`src/shared/wrsp_pkg.sv`:
```
package wrsp_pkg;

	// ------------------------------------------------------------
	// Register indices (byte address is four times the index)
	// ------------------------------------------------------------
	localparam logic [7:0] IDX_WP0  = 8'hD6;
	localparam logic [7:0] IDX_WP1  = 8'hD7;
	localparam logic [7:0] IDX_SPH  = 8'hD8;
	localparam logic [7:0] IDX_SPL  = 8'hD9;
	localparam int         WB_ADR_W = 10;
	localparam int         WB_IDX_LSB = 2;

	// ------------------------------------------------------------
	// Reset values and field layout
	// ------------------------------------------------------------
	localparam logic [7:0] WP0_RST     = 8'hC0;
	localparam logic [7:0] WP1_RST     = 8'hC8;
	localparam logic [3:0] TAG_WORKING = 4'hC;
	localparam int         SEL_BIT     = 3;
	localparam int         SLICE_LSB   = 3;

	// ------------------------------------------------------------
	// Stack commands and byte slots
	// ------------------------------------------------------------
	typedef enum logic [3:0] {
		CMD_NONE,
		CMD_PUSH,
		CMD_POP,
		CMD_CALL,
		CMD_RET,
		CMD_INT,
		CMD_INTERRUPT_RETURN_INSTR,
		CMD_UPUSH_INC,
		CMD_UPUSH_DEC,
		CMD_UPOP_INC,
		CMD_UPOP_DEC
	} wrsp_cmd_t;

	typedef enum logic [1:0] {
		SLOT_DATA,
		SLOT_PC_LO,
		SLOT_PC_HI,
		SLOT_FLAGS
	} wrsp_slot_t;

endpackage : wrsp_pkg

```
`src/hw/wrsp_core.sv`:
```
`timescale 1ns/10ps
// Behaviour
// - Short operand bit 3 picks working pointer zero (0) or one (1).
// - Chosen pointer's upper five bits form address bits 7 to 3.
// - Operand's three low bits form address bits 2 to 0.
// - Long operand with upper nibble 1100 decodes its low nibble as short.
// - In tagged long addressing, bit 3 picks the working pointer.
// - Push decrements the stack pointer first, then writes at the new address.
// - Pop reads at the current stack pointer, then increments it.
// - Stack pointer always addresses the most recently pushed byte.
// - Call pushes the program counter; return pops it back.
// - Interrupt pushes program counter and flags; interrupt return pops both.
// - Stack pointer is 16 bits: high byte at D8, low byte at D9.
// - Stack pointer is not initialised by reset.
// - Wrap of the low byte carries or borrows into the high byte.
// - User push and pop, incrementing and decrementing, on any register stack.
// - Working pointer zero sits at D6, working pointer one at D7.
// - After reset the pointers select slices C0-C7 and C8-CF.
module wrsp_core (
	input  wire logic                  clk_i,
	input  wire logic                  rst_i,
	input  wire logic                  wb_cyc_i,
	input  wire logic                  wb_stb_i,
	input  wire logic                  wb_we_i,
	input  wire logic [9:0]            wb_adr_i,
	input  wire logic [3:0]            wb_sel_i,
	input  wire logic [31:0]           wb_dat_i,
	output logic      [31:0]           wb_dat_o,
	output logic                       wb_ack_o,
	input  wire logic [3:0]            opnd_short_i,
	input  wire logic [7:0]            opnd_long_i,
	output logic      [7:0]            short_addr_o,
	output logic      [7:0]            long_addr_o,
	input  wire wrsp_pkg::wrsp_cmd_t   stk_cmd_i,
	input  wire logic [7:0]            stk_data_i,
	input  wire logic [15:0]           pc_i,
	input  wire logic [7:0]            flags_i,
	input  wire logic [7:0]            user_ptr_i,
	input  wire logic [7:0]            rf_rdata_i,
	output logic                       rf_we_o,
	output logic                       rf_re_o,
	output logic      [15:0]           rf_addr_o,
	output logic      [7:0]            rf_wdata_o,
	output logic                       stk_busy_o,
	output logic                       stk_done_o,
	output logic      [7:0]            pop_data_o,
	output logic      [15:0]           pc_o,
	output logic      [7:0]            flags_o,
	output logic      [7:0]            user_ptr_o
);

	// ------------------------------------------------------------
	// Helpers
	// ------------------------------------------------------------
	function automatic wrsp_pkg::wrsp_slot_t slot_of(input wrsp_pkg::wrsp_cmd_t c, input logic [1:0] i);
		wrsp_pkg::wrsp_slot_t s;
		s = wrsp_pkg::SLOT_DATA;
		unique case (c)
			wrsp_pkg::CMD_CALL: s = (i == 2'd0) ? wrsp_pkg::SLOT_PC_LO : wrsp_pkg::SLOT_PC_HI;
			wrsp_pkg::CMD_RET:  s = (i == 2'd0) ? wrsp_pkg::SLOT_PC_HI : wrsp_pkg::SLOT_PC_LO;
			wrsp_pkg::CMD_INT:  s = (i == 2'd0) ? wrsp_pkg::SLOT_PC_LO :
			                        (i == 2'd1) ? wrsp_pkg::SLOT_PC_HI : wrsp_pkg::SLOT_FLAGS;
			wrsp_pkg::CMD_INTERRUPT_RETURN_INSTR: s = (i == 2'd0) ? wrsp_pkg::SLOT_FLAGS :
			                        (i == 2'd1) ? wrsp_pkg::SLOT_PC_HI : wrsp_pkg::SLOT_PC_LO;
			default:            s = wrsp_pkg::SLOT_DATA;
		endcase
		return s;
	endfunction : slot_of

	function automatic logic [1:0] last_of(input wrsp_pkg::wrsp_cmd_t c);
		unique case (c)
			wrsp_pkg::CMD_CALL, wrsp_pkg::CMD_RET:  return 2'd1;
			wrsp_pkg::CMD_INT, wrsp_pkg::CMD_INTERRUPT_RETURN_INSTR:  return 2'd2;
			default:                                return 2'd0;
		endcase
	endfunction : last_of

	function automatic logic is_pop(input wrsp_pkg::wrsp_cmd_t c);
		return (c == wrsp_pkg::CMD_POP) || (c == wrsp_pkg::CMD_RET) || (c == wrsp_pkg::CMD_INTERRUPT_RETURN_INSTR) ||
		       (c == wrsp_pkg::CMD_UPOP_INC) || (c == wrsp_pkg::CMD_UPOP_DEC);
	endfunction : is_pop

	function automatic logic is_user(input wrsp_pkg::wrsp_cmd_t c);
		return (c == wrsp_pkg::CMD_UPUSH_INC) || (c == wrsp_pkg::CMD_UPUSH_DEC) ||
		       (c == wrsp_pkg::CMD_UPOP_INC) || (c == wrsp_pkg::CMD_UPOP_DEC);
	endfunction : is_user

	// ------------------------------------------------------------
	// State
	// ------------------------------------------------------------
	typedef enum logic [1:0] {S_IDLE, S_PUSH, S_POP_RD, S_POP_CAP} wrsp_state_t;

	wrsp_state_t         state_r;
	wrsp_pkg::wrsp_cmd_t cmd_r;
	logic [1:0]          idx_r;
	logic [7:0]          wp0_r;
	logic [7:0]          wp1_r;
	logic [7:0]          sph_r;
	logic [7:0]          spl_r;
	logic [7:0]          uptr_r;
	logic [15:0]         sv_pc_r;
	logic [7:0]          sv_flags_r;
	logic [15:0]         sp_nxt;
	logic [7:0]          uptr_nxt;
	logic [15:0]         cur_ptr;
	logic [15:0]         step_ptr;
	logic                step_up;
	logic                last;
	logic                stepping;
	logic                accept;
	logic                bus_wr;
	logic [7:0]          bus_idx;
	logic [7:0]          short_nxt;
	logic [7:0]          long_nxt;
	logic [7:0]          push_byte;
	wrsp_pkg::wrsp_slot_t slot;

	assign accept   = (state_r == S_IDLE) && (stk_cmd_i != wrsp_pkg::CMD_NONE);
	assign last     = (idx_r == last_of(cmd_r));
	assign stepping = (state_r == S_PUSH) || (state_r == S_POP_CAP);
	assign slot     = slot_of(cmd_r, idx_r);
	assign step_up  = (cmd_r == wrsp_pkg::CMD_UPUSH_INC) || (cmd_r == wrsp_pkg::CMD_UPOP_INC) ||
	                  ((cmd_r != wrsp_pkg::CMD_UPOP_DEC) && is_pop(cmd_r) && !is_user(cmd_r));
	assign cur_ptr  = is_user(cmd_r) ? {8'h00, uptr_r} : {sph_r, spl_r};
	assign step_ptr = is_user(cmd_r) ? {8'h00, uptr_nxt} : sp_nxt;
	assign bus_idx  = wb_adr_i[wrsp_pkg::WB_IDX_LSB +: 8];
	assign bus_wr   = wb_cyc_i && wb_stb_i && wb_we_i && wb_ack_o && wb_sel_i[0];

	always_comb begin
		unique case (slot)
			wrsp_pkg::SLOT_PC_LO: push_byte = sv_pc_r[7:0];
			wrsp_pkg::SLOT_PC_HI: push_byte = sv_pc_r[15:8];
			wrsp_pkg::SLOT_FLAGS: push_byte = sv_flags_r;
			wrsp_pkg::SLOT_DATA:  push_byte = stk_data_i;
		endcase
	end

	// ------------------------------------------------------------
	// Pointer arithmetic and address forming
	// ------------------------------------------------------------
	wrsp_ptr_step #(.W(16)) u_sp_step (
		.val_i (cur_ptr),
		.inc_i (step_up),
		.val_o (sp_nxt)
	);

	wrsp_ptr_step #(.W(8)) u_up_step (
		.val_i (uptr_r),
		.inc_i (step_up),
		.val_o (uptr_nxt)
	);

	wrsp_addr_form u_short_form (
		.wp0_i  (wp0_r),
		.wp1_i  (wp1_r),
		.opnd_i ({4'h0, opnd_short_i}),
		.long_i (1'b0),
		.addr_o (short_nxt)
	);

	wrsp_addr_form u_long_form (
		.wp0_i  (wp0_r),
		.wp1_i  (wp1_r),
		.opnd_i (opnd_long_i),
		.long_i (1'b1),
		.addr_o (long_nxt)
	);

	always_ff @(posedge clk_i) begin
		if (rst_i) begin
			short_addr_o <= 8'h00;
			long_addr_o  <= 8'h00;
		end else begin
			short_addr_o <= short_nxt;
			long_addr_o  <= long_nxt;
		end
	end

	// ------------------------------------------------------------
	// Working pointers
	// ------------------------------------------------------------
	always_ff @(posedge clk_i) begin
		if (rst_i) begin
			wp0_r <= wrsp_pkg::WP0_RST;
			wp1_r <= wrsp_pkg::WP1_RST;
		end else if (bus_wr) begin
			if (bus_idx == wrsp_pkg::IDX_WP0) begin
				wp0_r <= wb_dat_i[7:0];
			end
			if (bus_idx == wrsp_pkg::IDX_WP1) begin
				wp1_r <= wb_dat_i[7:0];
			end
		end
	end

	// ------------------------------------------------------------
	// Stack pointer, no reset on purpose
	// ------------------------------------------------------------
	always_ff @(posedge clk_i) begin
		if (stepping && !is_user(cmd_r)) begin
			{sph_r, spl_r} <= sp_nxt;
		end else if (bus_wr && !rst_i) begin
			if (bus_idx == wrsp_pkg::IDX_SPH) begin
				sph_r <= wb_dat_i[7:0];
			end
			if (bus_idx == wrsp_pkg::IDX_SPL) begin
				spl_r <= wb_dat_i[7:0];
			end
		end
	end

	// ------------------------------------------------------------
	// Stack sequencer
	// ------------------------------------------------------------
	always_ff @(posedge clk_i) begin
		if (rst_i) begin
			state_r    <= S_IDLE;
			cmd_r      <= wrsp_pkg::CMD_NONE;
			idx_r      <= 2'd0;
			uptr_r     <= 8'h00;
			sv_pc_r    <= 16'h0000;
			sv_flags_r <= 8'h00;
		end else begin
			unique case (state_r)
				S_IDLE: begin
					if (accept) begin
						cmd_r      <= stk_cmd_i;
						idx_r      <= 2'd0;
						uptr_r     <= user_ptr_i;
						sv_pc_r    <= pc_i;
						sv_flags_r <= flags_i;
						state_r    <= is_pop(stk_cmd_i) ? S_POP_RD : S_PUSH;
					end
				end
				S_PUSH: begin
					if (is_user(cmd_r)) begin
						uptr_r <= uptr_nxt;
					end
					idx_r   <= idx_r + 2'd1;
					state_r <= last ? S_IDLE : S_PUSH;
				end
				S_POP_RD: begin
					state_r <= S_POP_CAP;
				end
				S_POP_CAP: begin
					if (is_user(cmd_r)) begin
						uptr_r <= uptr_nxt;
					end
					idx_r   <= idx_r + 2'd1;
					state_r <= last ? S_IDLE : S_POP_RD;
				end
			endcase
		end
	end

	// ------------------------------------------------------------
	// Register file port
	// ------------------------------------------------------------
	always_ff @(posedge clk_i) begin
		if (rst_i) begin
			rf_we_o    <= 1'b0;
			rf_re_o    <= 1'b0;
			rf_addr_o  <= 16'h0000;
			rf_wdata_o <= 8'h00;
		end else begin
			rf_we_o <= (state_r == S_PUSH);
			rf_re_o <= (state_r == S_POP_RD);
			if (state_r == S_PUSH) begin
				rf_addr_o  <= step_ptr;
				rf_wdata_o <= push_byte;
			end else if (state_r == S_POP_RD) begin
				rf_addr_o <= cur_ptr;
			end
		end
	end

	// ------------------------------------------------------------
	// Popped data and handshake
	// ------------------------------------------------------------
	always_ff @(posedge clk_i) begin
		if (rst_i) begin
			pop_data_o <= 8'h00;
			pc_o       <= 16'h0000;
			flags_o    <= 8'h00;
		end else if (state_r == S_POP_CAP) begin
			unique case (slot)
				wrsp_pkg::SLOT_PC_HI: pc_o[15:8] <= rf_rdata_i;
				wrsp_pkg::SLOT_PC_LO: pc_o[7:0]  <= rf_rdata_i;
				wrsp_pkg::SLOT_FLAGS: flags_o    <= rf_rdata_i;
				wrsp_pkg::SLOT_DATA:  pop_data_o <= rf_rdata_i;
			endcase
		end
	end

	always_ff @(posedge clk_i) begin
		if (rst_i) begin
			stk_busy_o <= 1'b0;
			stk_done_o <= 1'b0;
			user_ptr_o <= 8'h00;
		end else begin
			stk_done_o <= stepping && last;
			user_ptr_o <= uptr_r;
			if (accept) begin
				stk_busy_o <= 1'b1;
			end else if (stepping && last) begin
				stk_busy_o <= 1'b0;
			end
		end
	end

	// ------------------------------------------------------------
	// Wishbone slave
	// ------------------------------------------------------------
	always_ff @(posedge clk_i) begin
		if (rst_i) begin
			wb_ack_o <= 1'b0;
			wb_dat_o <= 32'h0000_0000;
		end else begin
			wb_ack_o <= wb_cyc_i && wb_stb_i && !wb_ack_o;
			unique case (bus_idx)
				wrsp_pkg::IDX_WP0: wb_dat_o <= {24'h00_0000, wp0_r};
				wrsp_pkg::IDX_WP1: wb_dat_o <= {24'h00_0000, wp1_r};
				wrsp_pkg::IDX_SPH: wb_dat_o <= {24'h00_0000, sph_r};
				wrsp_pkg::IDX_SPL: wb_dat_o <= {24'h00_0000, spl_r};
				default:           wb_dat_o <= 32'h0000_0000;
			endcase
		end
	end

	// ------------------------------------------------------------
	// Assertions
	// ------------------------------------------------------------
	property p_short_wp0;
		@(posedge clk_i) disable iff (rst_i)
		!rst_i && !opnd_short_i[3] |=> short_addr_o[7:3] == $past(wp0_r[7:3]);
	endproperty
	a_short_wp0: assert property (p_short_wp0) else $error("short operand did not use pointer zero");

	property p_short_wp1;
		@(posedge clk_i) disable iff (rst_i)
		!rst_i && opnd_short_i[3] |=> short_addr_o[7:3] == $past(wp1_r[7:3]);
	endproperty
	a_short_wp1: assert property (p_short_wp1) else $error("short operand did not use pointer one");

	property p_short_low;
		@(posedge clk_i) disable iff (rst_i)
		!rst_i |=> short_addr_o[2:0] == $past(opnd_short_i[2:0]);
	endproperty
	a_short_low: assert property (p_short_low) else $error("short address low bits wrong");

	property p_long_tag;
		@(posedge clk_i) disable iff (rst_i)
		!rst_i && (opnd_long_i[7:4] == wrsp_pkg::TAG_WORKING) |=>
			long_addr_o == {($past(opnd_long_i[3]) ? $past(wp1_r[7:3]) : $past(wp0_r[7:3])),
			                $past(opnd_long_i[2:0])};
	endproperty
	a_long_tag: assert property (p_long_tag) else $error("tagged long operand decoded wrongly");

	property p_long_direct;
		@(posedge clk_i) disable iff (rst_i)
		!rst_i && (opnd_long_i[7:4] != wrsp_pkg::TAG_WORKING) |=> long_addr_o == $past(opnd_long_i);
	endproperty
	a_long_direct: assert property (p_long_direct) else $error("direct long operand altered");

	property p_push_dec;
		@(posedge clk_i) disable iff (rst_i)
		(state_r == S_PUSH && cmd_r == wrsp_pkg::CMD_PUSH) |=>
			rf_we_o && ({sph_r, spl_r} == $past(cur_ptr) - 16'h0001) && (rf_addr_o == {sph_r, spl_r});
	endproperty
	a_push_dec: assert property (p_push_dec) else $error("push did not write at decremented pointer");

	property p_pop_inc;
		@(posedge clk_i) disable iff (rst_i)
		(state_r == S_POP_CAP && cmd_r == wrsp_pkg::CMD_POP) |->
			rf_re_o ##1 ({sph_r, spl_r} == $past(rf_addr_o) + 16'h0001);
	endproperty
	a_pop_inc: assert property (p_pop_inc) else $error("pop did not read then increment");

	property p_wp_reset;
		@(posedge clk_i) disable iff (rst_i)
		$fell(rst_i) |-> (wp0_r == wrsp_pkg::WP0_RST) && (wp1_r == wrsp_pkg::WP1_RST);
	endproperty
	a_wp_reset: assert property (p_wp_reset) else $error("working pointers wrong after reset");

	property p_int_frame;
		@(posedge clk_i) disable iff (rst_i)
		(state_r == S_IDLE && stk_cmd_i == wrsp_pkg::CMD_INT) |->
			##2 rf_we_o ##1 rf_we_o ##1 (rf_we_o && stk_done_o && rf_wdata_o == $past(flags_i, 4));
	endproperty
	a_int_frame: assert property (p_int_frame) else $error("interrupt frame wrong");

endmodule : wrsp_core

```
`src/hw/wrsp_ptr_step.sv`:
```
`timescale 1ns/10ps
module wrsp_ptr_step #(
	parameter int W = 16
) (
	input  wire logic [W-1:0] val_i,
	input  wire logic         inc_i,
	output logic      [W-1:0] val_o
);

	localparam logic [W-1:0] ONE = {{(W-1){1'b0}}, 1'b1};

	// Full-width step, carry or borrow runs through every byte
	assign val_o = inc_i ? (val_i + ONE) : (val_i - ONE);

endmodule : wrsp_ptr_step

```
`src/hw/wrsp_addr_form.sv`:
```
`timescale 1ns/10ps
module wrsp_addr_form (
	input  wire logic [7:0] wp0_i,
	input  wire logic [7:0] wp1_i,
	input  wire logic [7:0] opnd_i,
	input  wire logic       long_i,
	output logic      [7:0] addr_o
);

	logic [7:0] ptr;

	assign ptr = opnd_i[wrsp_pkg::SEL_BIT] ? wp1_i : wp0_i;

	always_comb begin
		if (long_i && (opnd_i[7:4] != wrsp_pkg::TAG_WORKING)) begin
			addr_o = opnd_i;
		end else begin
			addr_o = {ptr[7:wrsp_pkg::SLICE_LSB], opnd_i[2:0]};
		end
	end

endmodule : wrsp_addr_form

```
`config.mk`:
```
export PLATFORM = sky130hd
export DESIGN_NAME = wrsp_core
export DESIGN_NICKNAME = d
export VERILOG_FILES = /design/src/shared/wrsp_pkg.sv /design/src/hw/wrsp_core.sv /design/src/hw/wrsp_ptr_step.sv /design/src/hw/wrsp_addr_form.sv
export SDC_FILE = /design/constraint.sdc
export NUM_CORES = 1
export LEC_CHECK = 0
export BUFFER_PORTS_ARGS = -buffer_cell sky130_fd_sc_hd__buf_2
export CORE_UTILIZATION = 51
export DETAILED_ROUTE_END_ITERATION = 6
export GPL_TIMING_DRIVEN = 0
export PLACE_DENSITY = 0.87
export SLEW_MARGIN = 10
export SYNTH_ARGS = -nofsm -noshare
export SYNTH_HDL_FRONTEND = slang
export SYNTH_SLANG_ARGS = --single-unit
```
`constraint.sdc`:
```
create_clock -name clk_i -period 7.4 [get_ports clk_i]
set_input_delay 1.48 -clock clk_i [delete_from_list [all_inputs] [get_ports clk_i]]
set_output_delay 1.48 -clock clk_i [all_outputs]
set_load 0.05 [all_outputs]
```
Word level (Yosys, flattened, before mapping)
Cells that the tools add are included.
{"block": "word_totals", "regBits": 189, "input_bits": 115, "output_inout_bits": 117, "elab_cells": 149}
{"block": "op_classes", "addsub": 5, "n_eq_ne": 30, "mux": 37, "reduce_logical": 52}
{"cell": "$mux W8", "count": 12}
{"cell": "$mux W16", "count": 5}
{"cell": "$pmux W8 S4", "count": 2}
{"cell": "$eq A8 B8 Y1 const B", "count": 4}
{"cell": "$eq A4 B3 Y1 const B", "count": 6}
{"cell": "$eq A4 B4 Y1 const B", "count": 5}
{"cell": "$reduce_and A2 Y1", "count": 10}
{"cell": "$mux W2", "count": 9}
{"cell": "$add A16 B1 Y16 const B", "count": 1}
{"cell": "$pmux W2 S4", "count": 2}
{"cell": "$pmux W8 S2", "count": 1}
{"cell": "$sub A16 B1 Y16 const B", "count": 1}
{"cell": "$logic_or A1 B1 Y1", "count": 14}
{"cell": "$eq A4 B2 Y1 const B", "count": 3}
{"cell": "$reduce_bool A2 Y1", "count": 6}
{"cell": "$logic_and A1 B1 Y1", "count": 11}
{"cell": "$add A8 B1 Y8 const B", "count": 1}
{"cell": "$eq A2 B2 Y1 const B", "count": 4}
{"cell": "$ne A4 B4 Y1 const B", "count": 2}
{"cell": "$pmux W2 S2", "count": 2}
{"cell": "$sub A8 B1 Y8 const B", "count": 1}
{"cell": "$eq A2 B1 Y1 const B", "count": 3}
{"cell": "$logic_not A2 Y1", "count": 3}
{"cell": "$reduce_or A2 Y1", "count": 3}
{"cell": "8 further kinds", "count": 13}

Longest topological paths before layout
Gate-level depths: netlist (run 1).
{"block": "depth", "ltp_word": 11, "depth_mapped": 16, "depth_no_buf": 14}

Hierarchy
A second synthesis (run 1) with hierarchy kept.
{"block": "unflattened", "hier_cells": 943, "area_unflattened_um2": 8816.0}
{"module": "wrsp_core", "n_inst": 1, "cells_per_inst": 745, "area_each_um2": 7333.3, "seq_area_each_um2": 3463.3}
{"module": "wrsp_ptr_step (u_sp_step)", "n_inst": 1, "cells_per_inst": 124, "area_each_um2": 872.1, "seq_area_each_um2": 0.0}
{"module": "wrsp_addr_form", "n_inst": 2, "cells_per_inst": 19, "area_each_um2": 163.9, "seq_area_each_um2": 0.0}
{"module": "wrsp_ptr_step (u_up_step)", "n_inst": 1, "cells_per_inst": 36, "area_each_um2": 282.8, "seq_area_each_um2": 0.0}

Worst setup path after synthesis (run 1)
OpenSTA, ideal clock, no wires.
{"block": "synth_path", "path_kind": "reg2reg", "startpoint": "reg cmd_r[0]", "endpoint": "reg rf_addr_o[7]", "setup_time_ns": 0.079, "t_arrival_ns": 3.390, "required_time_ns": 7.321, "path_slack_ns": 3.931, "path_stages_with_launch": 15, "n_path_buf": 2, "synth_period_minus_slack_ns": 3.469, "path_cell_list": "dfxtp_1 > buf_2 > o21ba_1 > buf_2 > o22ai_1 > ha_1 > a21o_1 > a21oi_1 > o21bai_1 > a21oi_1 > o21bai_1 > a21oi_1 > xnor2_1 > mux4_2 > a211oi_2"}
{"block": "synth_via", "elab_chain_len": 11, "elab_cells_between_ends": 28, "classes_between": "2 x add/sub; 8 x eq/ne; 6 x mux; 12 x reduce/logical"}
{"item": "start, declared", "line": "wrsp_core.sv:94", "source": "wrsp_pkg::wrsp_cmd_t cmd_r;"}
{"item": "start signal, assigned", "line": "wrsp_core.sv:218", "source": "cmd_r <= wrsp_pkg::CMD_NONE;"}
{"item": "start signal, assigned", "line": "wrsp_core.sv:227", "source": "cmd_r <= stk_cmd_i;"}
{"item": "branches (longest 10 deep; another with $sub A16 B1 Y16)"}
{"item": "$mux W16 (*)", "line": "wrsp_core.sv:268", "source": "if (state_r == S_PUSH) begin"}
{"item": "end signal, assigned", "line": "wrsp_core.sv:269", "source": "rf_addr_o <= step_ptr;"}
{"item": "end signal, assigned", "line": "wrsp_core.sv:272", "source": "rf_addr_o <= cur_ptr;"}
{"item": "end, declared", "line": "wrsp_core.sv:42", "source": "output logic [15:0] rf_addr_o,"}
Mark *: on every way between the ends. The select of a mux whose other input is x is not followed.
A chain may end at the register's enable or synchronous reset.

Worst setup path in the final report (run 1)
Ends and elaborated chain as after synthesis.

==> results of run 1 <==
-- metrics by stage --
| step | std cells | area [um2] |
|---|---|---|
| finish | 1383 | 10130 |
| global route | 1383 | 10130 |
| CTS | 1383 | 10130 |
| detailed placement | 1351 | 9504 |
| global placement | 1351 | 9504 |
| floorplan | 959 | 8353 |
-- metal layers --
metal  global-route usage  vias up  routed length, um
met3              0.07102       58               1945
li1                     -     3681                  -
met4               0.1204        0                769
met1               0.3517     3589               9517
met5                    0        -                  0
met2               0.4583      374              10990
-- worst paths after layout --
| path | slack, ns | cells after the start | endpoint | from |
|---|---|---|---|---|
| setup / recovery | 3.31 | 14 | rf_addr_o[7]$_SDFFE_PP0P_ | cmd_r[0]$_SDFFE_PP0P_ |
| hold / removal | 0.46 | 2 | sv_pc_r[10]$_SDFFE_PP0P_ | sv_pc_r[10]$_SDFFE_PP0P_ |
| setup reg to reg | 3.31 | 14 | rf_addr_o[7]$_SDFFE_PP0P_ | cmd_r[0]$_SDFFE_PP0P_ |
| hold reg to reg | 0.46 | 2 | sv_pc_r[10]$_SDFFE_PP0P_ | sv_pc_r[10]$_SDFFE_PP0P_ |
-- synth_stat cells, drive strengths merged, types with 5 or more instances --
cell / instances / area share
a211o: 8 / 0.0085
a211oi: 6 / 0.0067
a21o: 5 / 0.0045
a21oi: 75 / 0.046
a22oi: 19 / 0.017
a311oi: 5 / 0.0053
a31oi: 6 / 0.0045
a32oi: 6 / 0.0064
and2: 10 / 0.0076
and3: 5 / 0.0038
buf: 36 / 0.029
clkbuf: 42 / 0.019
dfxtp: 149 / 0.36
edfxtp: 16 / 0.058
ha: 21 / 0.032
inv: 27 / 0.012
mux2i: 66 / 0.080
mux4: 10 / 0.027
nand2: 124 / 0.056
nand2b: 9 / 0.0068
nand3: 10 / 0.0061
nor2: 107 / 0.049
nor2b: 20 / 0.015
nor3: 12 / 0.0079
o211ai: 16 / 0.015
o21ai: 49 / 0.030
xnor2: 16 / 0.018
xor2: 8 / 0.0085
-- worst max-delay path: cells and delay by family, from the launching register on --
| kind | cells | cell delay [ns] |
|---|---|---|
| xor gates and xnor gates | 1 | 0.11 |
| DFF | 1 | 0.38 |
| buffers and inverters | 2 | 0.39 |
| adders and majority gates | 1 | 0.38 |
| muxes | 1 | 0.49 |
| AOI/OAI and AO/OA | 9 | 2.26 |
-- layout make-up --
type                    count  area [um2]
repair buffers            176       880.8
well taps                 216       270.3
flip-flops and latches    165        3463
fillers                  1337        5698
clock inverters            13       192.7
inverters                  27       101.3
multi-input cells         689        4390
plain buffers              78       397.9
clock buffers              19       432.9
-- cell usage in the layout, fill, tap and decap left out, types with 8 or more instances in the layout --
| master | Yosys | final |
|---|---|---|
| o211ai_1 | 16 | 16 |
| ha_1 | 21 | 21 |
| a211o_1 | 8 | 8 |
| clkbuf_16 | 0 | 17 |
| nor2_1 | 106 | 106 |
| xor2_1 | 8 | 8 |
| nand2_1 | 124 | 124 |
| xnor2_1 | 15 | 15 |
| edfxtp_1 | 16 | 16 |
| and2_1 | 10 | 10 |
| a21oi_1 | 73 | 73 |
| nor2b_1 | 20 | 20 |
| nand3_1 | 10 | 10 |
| buf_2 | 6 | 182 |
| buf_4 | 24 | 24 |
| dfxtp_1 | 149 | 149 |
| inv_1 | 25 | 25 |
| o21ai_0 | 45 | 45 |
| nor3_1 | 11 | 11 |
| clkbuf_1 | 42 | 44 |
| mux2i_1 | 65 | 65 |
| a22oi_1 | 19 | 19 |
| conb_1 | 1 | 24 |
| mux4_2 | 10 | 10 |
| nand2b_1 | 9 | 9 |
-- power by group through the flow --
stage | clock, mW | combinational (mW) | sequential [mW]
2_1_floorplan | 0 | 1.34 | 1.47
3_3_place_gp | 0 | 2.07 | 1.25
3_5_place_dp | 0 | 2.10 | 1.25
4_1_cts | 0.958 | 2.12 | 1.24
5_1_grt | 0.995 | 2.33 | 1.26
6_report | 0.952 | 2.15 | 1.24
-- kinds of logic after synthesis --
| group | count (synthesis) | synth area share |
|---|---|---|
| buffers and inverters | 105 | 0.06039 |
| AO/OA/AOI/OAI | 225 | 0.1769 |
| XOR/XNOR | 24 | 0.02634 |
| flip-flops | 165 | 0.4189 |
| other | 1 | 0.0004536 |
| adder cells (fa/ha/maj) | 23 | 0.03663 |
| AND/OR/NAND/NOR | 314 | 0.1686 |
| multiplexers | 79 | 0.1117 |
==> results.md, run 1 <==
- Die ar.: 16720 um2
- CTS max path bufs: 2
- Final setup viols: 0
- Type of origin of the critical path: flop
- Pin count of the biggest net entering global routing: 17
- Normalized max-slew margin: 0.2525
- Num CTS Buffers: 17
- DP Worst Slack: 3.400 ns
- Logic gate share of total power: 0.495
- Number of global-route vias before repair: 7015
- Initial antenna violation count: 0
- IO Port Bufs: 176
- Die Y: 129.3 um
- Actual slew at the worst max-slew pin: 1.121 ns
- Routed wire length: 23.22 mm
- Yosys warning count: 0
- Clock sink total: 165
- Number of routed nets with antenna violations: 0
- Clock share of power: 0.219
- Crit path top cell by count: a21oi_1
- Layout area overhead: 22.54%
- Ports: 232
- Max VDD drop: 0.0002034 V
- Placer Congestion: 0.9331
- PostCTS Resize Cnt: 0
- CTS tree: yes
- GRT Total Usage: 0.2805
- CP Data Arrival Time: 4.44 ns
- Post-DP HPWL: 17.33 mm
- # diodes: 0
- Slew Viols, Final: 0
- Maxcap violations: 0
- Initial DRC count: 489
- Post-CTS Hold Buffers: 0
- Fin crit period: 4.093 ns
- Switching share of power: 0.4489
- Switching pwr: 1.950 mW
- Fin crit share: 0.5531
- Layout cells sized above 1: 0.2305
- Worst path slowest cell: o22ai_1
- Initial Util: 0.5223
- Residual DRC: 0
- Crit-path cells: buf_2 > o21ba_1 > buf_2 > o22ai_1 > ha_1 > a21o_1 > a21oi_1 > o21bai_1 > a21oi_1 > o21bai_1 > a21oi_1 > xnor2_1 > mux4_2 > a211oi_2
- Post-Syn Instances: 936
- H-tree depth: 4
- Post-synthesis sequential area ratio: 0.4189
- Synthesized area: 8267 um2
- Leak Pwr: 4.415 nW
- Fin Setup TNS: 0 ns
- FF+latch count, synth: 165
- CP Class: reg -> reg
- Power Density: 429.0 nW/um2
- Async set-reset flop share out of synthesis: 0
- Status: completed
- Fin. Hold Viols: 0
- Max incr delay on CP: 0.86 ns
- Hold Path Class: reg -> reg
- Post-synth EDFFs: 16
- Post-CTS Setup Bufs: 0
- Top FF cell, synth: dfxtp_1
- Cell variety after synth: 72
- Achievable Freq: 0.2443 GHz
- Root cell of the clock tree: clkbuf_16
- Worst Setup End Kind: flop
- Final Util: 0.6400
- Setup slack after layout: 3.307 ns
- Clk pin slew, worst setup/hold paths: 0.07 ns
- Avg Cell Area, Syn: 8.832 um2
- Via density: 5.569
- Share of power burned in registers: 0.286
- Hold WS: 0.4552 ns
- Unrepaired setup endpoints after global routing: false
- Internal power: 2.395 mW
- Final Skew: 0.01025 ns
- First-pass GRT wire length: 35.87 mm
- Clock latency at the later pin of the worst-skew pair: 0.43 ns
- Critical Path RT: 7.75 ns
- Core area: 15830 um2
- Top Registers: pc_o: 16 flops, rf_addr_o: 16 flops, sv_pc_r: 16 flops
- Chip width: 129.3 um
- Per-cell routed wire length: 16.79 um
- Grt ovf: 0
- Crit-path max FO: 11
- DR pass1 iterations: 5
- # rows: 46
- Total Power: 4.345 mW
- Routed via count: 7702
- Post-layout nets: 1292
No activity file was read; power rests on OpenSTA's default activity.
==> inputs of run 2 (changes only) <==
==> constraint.sdc (replaced) <==
create_clock -name clk_i -period 3.8 [get_ports clk_i]
set_input_delay 0.76 -clock clk_i [delete_from_list [all_inputs] [get_ports clk_i]]
set_output_delay 0.76 -clock clk_i [all_outputs]
set_load 0.05 [all_outputs]
==> run 2 against run 1 <==
Net effect: critical path depth did not move; clock-buffer cell count stayed put; die area did not move; sequential share of layout area decreased by 0.18 points; utilization increased by 0.38 points; setup slack got worse by 3.1 ns; hold slack hardly changed; final cell count rose by 0.29%; cell area up 0.59%; first-iteration DRC count rose by 22%; wire length up 0.93%; critical path type unchanged; largest power group unchanged.
==> results.md, run 2 (synthesized netlist as in run 1, its figures left out) <==
- Status: completed
- Switching pwr: 3.837 mW (+97%)
- Placement Cell Area: 9504 um2 (unchanged)
- Routed wire length: 23.44 mm (+0.93%)
- Slew Viols, Final: 0 (unchanged)
- CP Class: reg -> reg
- Post-DP HPWL: 17.33 mm (unchanged)
- Final setup viols: 0 (unchanged)
- Maxcap violations: 0 (unchanged)
- Hold WS: 0.4555 ns (+0.0002880 ns)
- Reg area: 3466 um2 (about the same)
- Fin crit share: 0.9526 (+0.3994)
- Commonest non-fill, non-tap cell in the layout: buf_2
- Clock sink total: 165 (unchanged)
- Logic gate share of total power: 0.500 (+0.005)
- Final Skew: 0.01040 ns (+0.0001475 ns)
- Design area: 10190 um2 (+0.59%)
- Post-CTS Hold Buffers: 0 (unchanged)
- Multi-input combinational cell area: 4413 um2 (+0.51%)
- Via density: 5.590 (+0.37%)
- Hold Path Class: reg -> reg
- Layout area overhead: 23.26%
- IO Port Bufs: 176 (unchanged)
- CP Data Arrival Time: 3.80 ns (-0.64 ns)
- Num CTS Buffers: 17 (unchanged)
- Initial DRC count: 598 (+22%)
- DR pass1 iterations: 5 (unchanged)
- Switching share of power: 0.4491 (about the same)
- First-pass GRT wire length: 35.85 mm (about the same)
- Chip width: 129.3 um (unchanged)
- Pin count of the biggest net entering global routing: 17 (unchanged)
- Worst Setup End Kind: flop
- Ports: 232 (unchanged)
- Power Density: 838.4 nW/um2 (+95%)
- # rows: 46 (unchanged)
- Unrepaired setup endpoints after global routing: false
- Critical Path RT: 3.98 ns (-3.77 ns)
- Crit-path max FO: 10 (-1)
- CTS tree: yes
- Routed via count: 7753 (+0.66%)
- Per-cell routed wire length: 16.90 um (+0.64%)
- Normalized max-slew margin: 0.2487 (-0.003756)
- Layout cells sized above 1: 0.2400 (+0.009460)
- Final Util: 0.6438 (+0.003794)
- Fin crit period: 3.620 ns (-0.4735 ns)
- GRT Total Usage: 0.2805 (unchanged)
- Post-layout nets: 1296 (+0.31%)
- Grt ovf: 0 (unchanged)
- Leak Pwr: 4.448 nW (+0.74%)
- Type of origin of the critical path: flop
- Clock latency at the later pin of the worst-skew pair: 0.44 ns (about the same)
- Number of global-route vias before repair: 7016 (+0.014%)
- Most frequent cells in the layout: 183 x buf_2, 147 x dfxtp_1, 124 x nand2_1
- CTS max path bufs: 2 (unchanged)
- Initial Util: 0.5223 (unchanged)
- Number of routed nets with antenna violations: 0 (unchanged)
- Die Y: 129.3 um (unchanged)
- DP Worst Slack: -0.1997 ns (-3.600 ns)
- Setup slack after layout: 0.1803 ns (-3.127 ns)
- Core area: 15830 um2 (unchanged)
- # diodes: 0 (unchanged)
- Root cell of the clock tree: clkbuf_16
- Fin. Hold Viols: 0 (unchanged)
- Actual slew at the worst max-slew pin: 1.118 ns (-0.002970 ns)
- Die ar.: 16720 um2 (unchanged)
- Initial antenna violation count: 0 (unchanged)
- Clock share of power: 0.217 (-0.002)
- Top Registers: pc_o: 16 flops, rf_addr_o: 16 flops, sv_pc_r: 16 flops
- Residual DRC: 0 (unchanged)
- H-tree depth: 4 (unchanged)
- Share of power burned in registers: 0.283 (-0.003)
- Max VDD drop: 0.0004182 V (+110%)
- Achievable Freq: 0.2763 GHz (+13%)
- Internal power: 4.706 mW (+97%)
- Clk pin slew, worst setup/hold paths: 0.06 ns (about the same)
- Placer Congestion: 0.9331 (unchanged)
- Fillers: 1332 (-0.37%)
run 2: changes by cell type in the layout (fill, tap and decap cells not counted), sizes merged:
cell | before | now
clkbuf | 61 | 60
buf | 212 | 217
run 2: layout make-up:
| cell class | instances | share of cell area |
|---|---|---|
| clock inverter | 13 | 0.01891 |
| multi-input combinational | 689 | 0.4331 |
| sequential | 165 | 0.3401 |
| buffer | 78 | 0.03954 |
| inverter | 27 | 0.009946 |
| tap | 216 | 0.02652 |
| clock buffer | 19 | 0.04249 |
| timing repair buffer | 180 | 0.08939 |
run 2: timing repair:
action,in CTS,in global routing
buffers inserted,0,4
hold endpoints to repair,0,0
resized for setup,4,8
setup endpoints to repair,12,9
pin swaps,0,1
run 2: routing by layer:
metal  vias up  GRT usage  routed length, um
li1       3686          -                  -
met1      3609     0.3510               9540
met2       387     0.4592              11140
met3        71    0.07102               1985
met4         0     0.1204                774
met5         -          0                  0
run 2: worst paths after layout:
| check | startpoint | to | slack (ns) | cells past startpoint |
|---|---|---|---|---|
| worst max-delay path | cmd_r[3]$_SDFFE_PP0P_ | sph_r[6]$_DFFE_PP_ | 0.18 | 14 |
| worst min-delay path | sv_pc_r[6]$_SDFFE_PP0P_ | sv_pc_r[6]$_SDFFE_PP0P_ | 0.46 | 2 |
| worst max register to register | cmd_r[3]$_SDFFE_PP0P_ | sph_r[6]$_DFFE_PP_ | 0.18 | 14 |
| worst min register to register | sv_pc_r[6]$_SDFFE_PP0P_ | sv_pc_r[6]$_SDFFE_PP0P_ | 0.46 | 2 |
run 2: power groups by stage:
stage	clock network [mW]	logic, mW	registers (mW)
2_1_floorplan	0	2.61	2.87
3_5_place_dp	0	4.09	2.44
6_report	1.85	4.27	2.42
4_1_cts	1.86	4.13	2.41
3_3_place_gp	0	4.03	2.43
5_1_grt	1.94	4.60	2.45
run 2: worst max-delay path: stages (launching register included):
cell      delay (ns)
dfxtp_2         0.39
and4b_4         0.25
a21oi_2         0.19
buf_6           0.19
buf_2           0.24
nand2_1         0.09
nand2_1         0.11
inv_1           0.07
fa_1            0.51
o41a_1          0.49
a211oi_2        0.26
o41ai_2         0.14
mux2i_1         0.17
nor2_2          0.20
o21ai_1         0.08
run 2: through the flow:
| stage | std cells | total power, mW | TNS, ns |
|---|---|---|---|
| floorplan | 959 | 5.478 | 0 |
| global placement | 1351 | 6.462 | -0.6411 |
| detailed placement | 1351 | 6.532 | -0.5039 |
| CTS | 1383 | 8.401 | 0 |
| global route | 1387 | 8.986 | 0 |
| finish | 1387 | 8.543 | 0 |
==> inputs of run 3 (changes only) <==
--- a/config.mk
+++ b/config.mk
@@ -5,7 +5,9 @@
 export SDC_FILE = /design/constraint.sdc
 export NUM_CORES = 1
 export LEC_CHECK = 0
+export ABC_AREA = 1
 export BUFFER_PORTS_ARGS = -buffer_cell sky130_fd_sc_hd__buf_2
+export CAP_MARGIN = 20
 export CORE_UTILIZATION = 51
 export DETAILED_ROUTE_END_ITERATION = 6
 export GPL_TIMING_DRIVEN = 0
==> run 3 against run 2 <==
Net effect: global-route usage rose by 1.7 points; largest power group unchanged; setup slack improved by 0.42 ns; clock skew is 0.0014 ns lower; non-clock buffer count down 12; clock power is 3% lower; power decreased by 19%.
==> results.md, run 3 <==
- Top-count cell post-synth: nand2_1
- CTS tree: yes
- Number of routed nets with antenna violations: 0 (unchanged)
- First-pass GRT wire length: 37.89 mm (+5.7%)
- Clock share of power: 0.261 (+0.044)
- GRT met1 Usage: 0.3918 (+0.04083)
- PostCTS Resize Cnt: 0 (-4)
- GRT Total Usage: 0.2971 (+0.01663)
- Avg Cell Area, Syn: 7.229 um2 (-18%)
- CP Class: reg -> reg
- IO Port Bufs: 176 (unchanged)
- Critical path launch point: cmd_r[2]$_SDFFE_PP0P_
- Post-synthesis sequential area ratio: 0.4232 (+0.004292)
- Core area: 15430 um2 (-2.5%)
- Fin Setup TNS: 0 ns (unchanged)
- Via density: 5.421 (-3.0%)
- Max VDD drop: 0.0004272 V (+2.1%)
- Hold WS: 0.4376 ns (-0.01795 ns)
- Pin count of the biggest net entering global routing: 20 (+3)
- Post-CTS Setup Bufs: 0 (unchanged)
- Maxcap violations: 0 (unchanged)
- FF+latch count, synth: 165 (unchanged)
- Worst Min Path Start: wb_ack_o$_SDFF_PP0_
- Commonest non-fill, non-tap cell in the layout: nand2_1
- Synth top cells by count: 218 x nand2_1, 149 x dfxtp_1, 127 x inv_1
- Ports: 232 (unchanged)
- Initial Util: 0.5304 (+0.008121)
- GRT Max-Usage Layer: met2
- Hold Crit Depth: 1 (-1)
- GR Layer Usage met2: 0.4715 (+0.01234)
- DR pass1 iterations: 6 (+1)
- Critical Path RT: 3.99 ns (about the same)
- Slew Viols, Final: 0 (unchanged)
- CP Data Arrival Time: 3.40 ns (-0.40 ns)
- Fin crit share: 0.8429 (-0.1097)
- Clk pin slew, worst setup/hold paths: 0.07 ns (about the same)
- Crit-path max FO: 10 (unchanged)
- Unrepaired setup endpoints after global routing: false
- Routed via count: 8543 (+10%)
- Non-Filler Instances: 1576 (+14%)
- Register-to-register setup slack: 0.60 ns (+0.42 ns)
- Async set-reset flop share out of synthesis: 0 (unchanged)
- Root cell of the clock tree: clkbuf_16
- Post-layout nets: 1490 (+15%)
- Fin crit period: 3.203 ns (-0.4167 ns)
- Power Density: 686.0 nW/um2 (-18%)
- Cell accounting for the most synthesized area: dfxtp_1
- Post-Syn Instances: 1132 (+21%)
- Top Registers: pc_o: 16 flops, rf_addr_o: 16 flops, sv_pc_r: 16 flops
- Dominant cells by area after synthesis: dfxtp_1 36%, nand2_1 10%, a21oi_1 7.7%
- Status: completed
- Synthesized area: 8183 um2 (-1.0%)
- Post-CTS Hold Buffers: 0 (unchanged)
- Leak Pwr: 4.764 nW (+7.1%)
- Placed Instances: 1542 (+14%)
- Reg2reg start: cmd_r[2]$_SDFFE_PP0P_
- Logic gate share of total power: 0.428 (-0.072)
- Placer Congestion: 0.9900 (+6.1%)
- Placement Cell Area: 9414 um2 (-0.95%)
- H-tree depth: 4 (unchanged)
- Worst r2r path cells: 14 (unchanged)
- # diodes: 0 (unchanged)
- Design area: 10040 um2 (-1.4%)
- GR met3 Demand/Resource: 0.05655 (-0.01447)
- Final Skew: 0.009042 ns (-0.001353 ns)
- Post-DP HPWL: 18.50 mm (+6.8%)
- Die ar.: 16560 um2 (-1.0%)
- Chip width: 128.7 um (-0.50%)
- Switching share of power: 0.4468 (-0.002367)
- Type of origin of the critical path: flop
- Layout area overhead: 22.72%
- Switching pwr: 3.078 mW (-20%)
- Area share of the largest cell type after synthesis: 0.3645 (+0.003697)
- Actual slew at the worst max-slew pin: 0.8511 ns (-0.2672 ns)
- # rows: 45 (-2.2%)
- Clock latency at the later pin of the worst-skew pair: 0.44 ns (about the same)
- Internal power: 3.811 mW (-19%)
- Most frequent cells in the layout: 218 x nand2_1, 182 x buf_2, 149 x dfxtp_1
- Clock sink total: 165 (unchanged)
- Per-cell routed wire length: 15.53 um (-8.1%)
- Num CTS Buffers: 17 (unchanged)
- Total Power: 6.889 mW (-19%)
- Routed wire length: 24.48 mm (+4.4%)
- Final setup viols: 0 (unchanged)
- Grt ovf: 0 (unchanged)
- Layout cells sized above 1: 0.1949 (-0.04509)
- Cell variety after synth: 45 (-38%)
- Crit Reg-Reg Endpoint: sph_r[5]$_DFFE_PP_
- Initial antenna violation count: 0 (unchanged)
- Worst Setup End Kind: flop
- Initial DRC count: 750 (+25%)
- Hold Path Class: reg -> reg
- Die Y: 128.7 um (-0.50%)
- Yosys warning count: 0 (unchanged)
- Hold-critical path endpoint: wb_ack_o$_SDFF_PP0_
- Share of power burned in registers: 0.311 (+0.028)
- Top FF cell, synth: dfxtp_1
- Achievable Freq: 0.3122 GHz (+13%)
- Residual DRC: 0 (unchanged)
- Normalized max-slew margin: 0.4273 (+0.1786)
- Fin. Hold Viols: 0 (unchanged)
- CTS max path bufs: 2 (unchanged)
- Post-synth EDFFs: 16 (unchanged)
- Number of global-route vias before repair: 7745 (+10%)
## run 3: changes by cell type after synthesis, moves of 13 or more
cell / change
inv_1: +102
nand2_1: +94
nand3_1: +78
mux2i_1: -65
a21oi_1: +53
o21ai_0: +53
nor2b_1: -20
a22oi_1: -19
xnor2_1: -15
o22ai_1: +13
## run 3: metrics by stage
| stage | setup slack [ns] | utilization |
|---|---|---|
| floorplan | 1.233 | - |
| global placement | 0.7134 | 0.6102 |
| detailed placement | 0.7170 | 0.6102 |
| CTS | 0.7014 | 0.6503 |
| global route | 0.3664 | 0.6509 |
| finish | 0.5970 | 0.6509 |
## run 3: cell families (layout without fill, tap and decap cells)
group	Yosys count	count (layout)	synth area share
buffers and inverters	201	411	0.1066
adder cells (fa/ha/maj)	23	23	0.03700
flip-flops	165	165	0.4232
XOR/XNOR	13	13	0.01391
AND/OR/NAND/NOR	450	450	0.2341
other	1	24	0.0004583
AO/OA/AOI/OAI	279	279	0.1847
## run 3: worst max-delay path by stage
stage	end	slack [ns]	cells after the start
finish	sph_r[5]$_DFFE_PP_	0.60	14
global route	sph_r[7]$_DFFE_PP_	0.37	16
CTS	sph_r[5]$_DFFE_PP_	0.70	14
detailed placement	sph_r[5]$_DFFE_PP_	0.72	14
global placement	sph_r[5]$_DFFE_PP_	0.71	14
floorplan	sph_r[1]$_DFFE_PP_	1.23	20
## run 3: layout make-up
type / count / area, um2
Buffer: 68 / 372.9
Timing Repair Buffer: 178 / 890.9
Multi-Input combinational cell: 789 / 3934
Tap cell: 211 / 264.0
Clock buffer: 17 / 425.4
Inverter: 133 / 499.2
Clock inverter: 15 / 192.7
Fill cell: 1374 / 5385
Sequential cell: 165 / 3463
## run 3: routing by layer
metal	share of wire	vias to the layer above
met5	0	-
met4	0.032	0
met3	0.088	74
met2	0.46	441
met1	0.42	3884
li1	-	4144
## run 3: power by group through the flow
stage	Combinational (mW)	Sequential, mW	Clock [mW]
after floorplan	1.80	2.49	0
after global placement	2.82	2.17	0
after detailed placement	2.85	2.18	0
after CTS	2.87	2.14	1.81
after global routing	3.23	2.16	1.89
final	2.95	2.14	1.80
## run 3: critical path, stage by stage (launching register included)
cell and delay, ns:
dfxtp_1 0.34, inv_1 0.18, nand3_2 0.20, nand2_4 0.19, buf_6 0.16, buf_2 0.24, nand2_1 0.08, o21ai_0 0.18
ha_1 0.36, a21oi_1 0.31, o21ai_0 0.20, a21oi_1 0.20, nand3_1 0.13, nand3_1 0.11, nand2_1 0.06
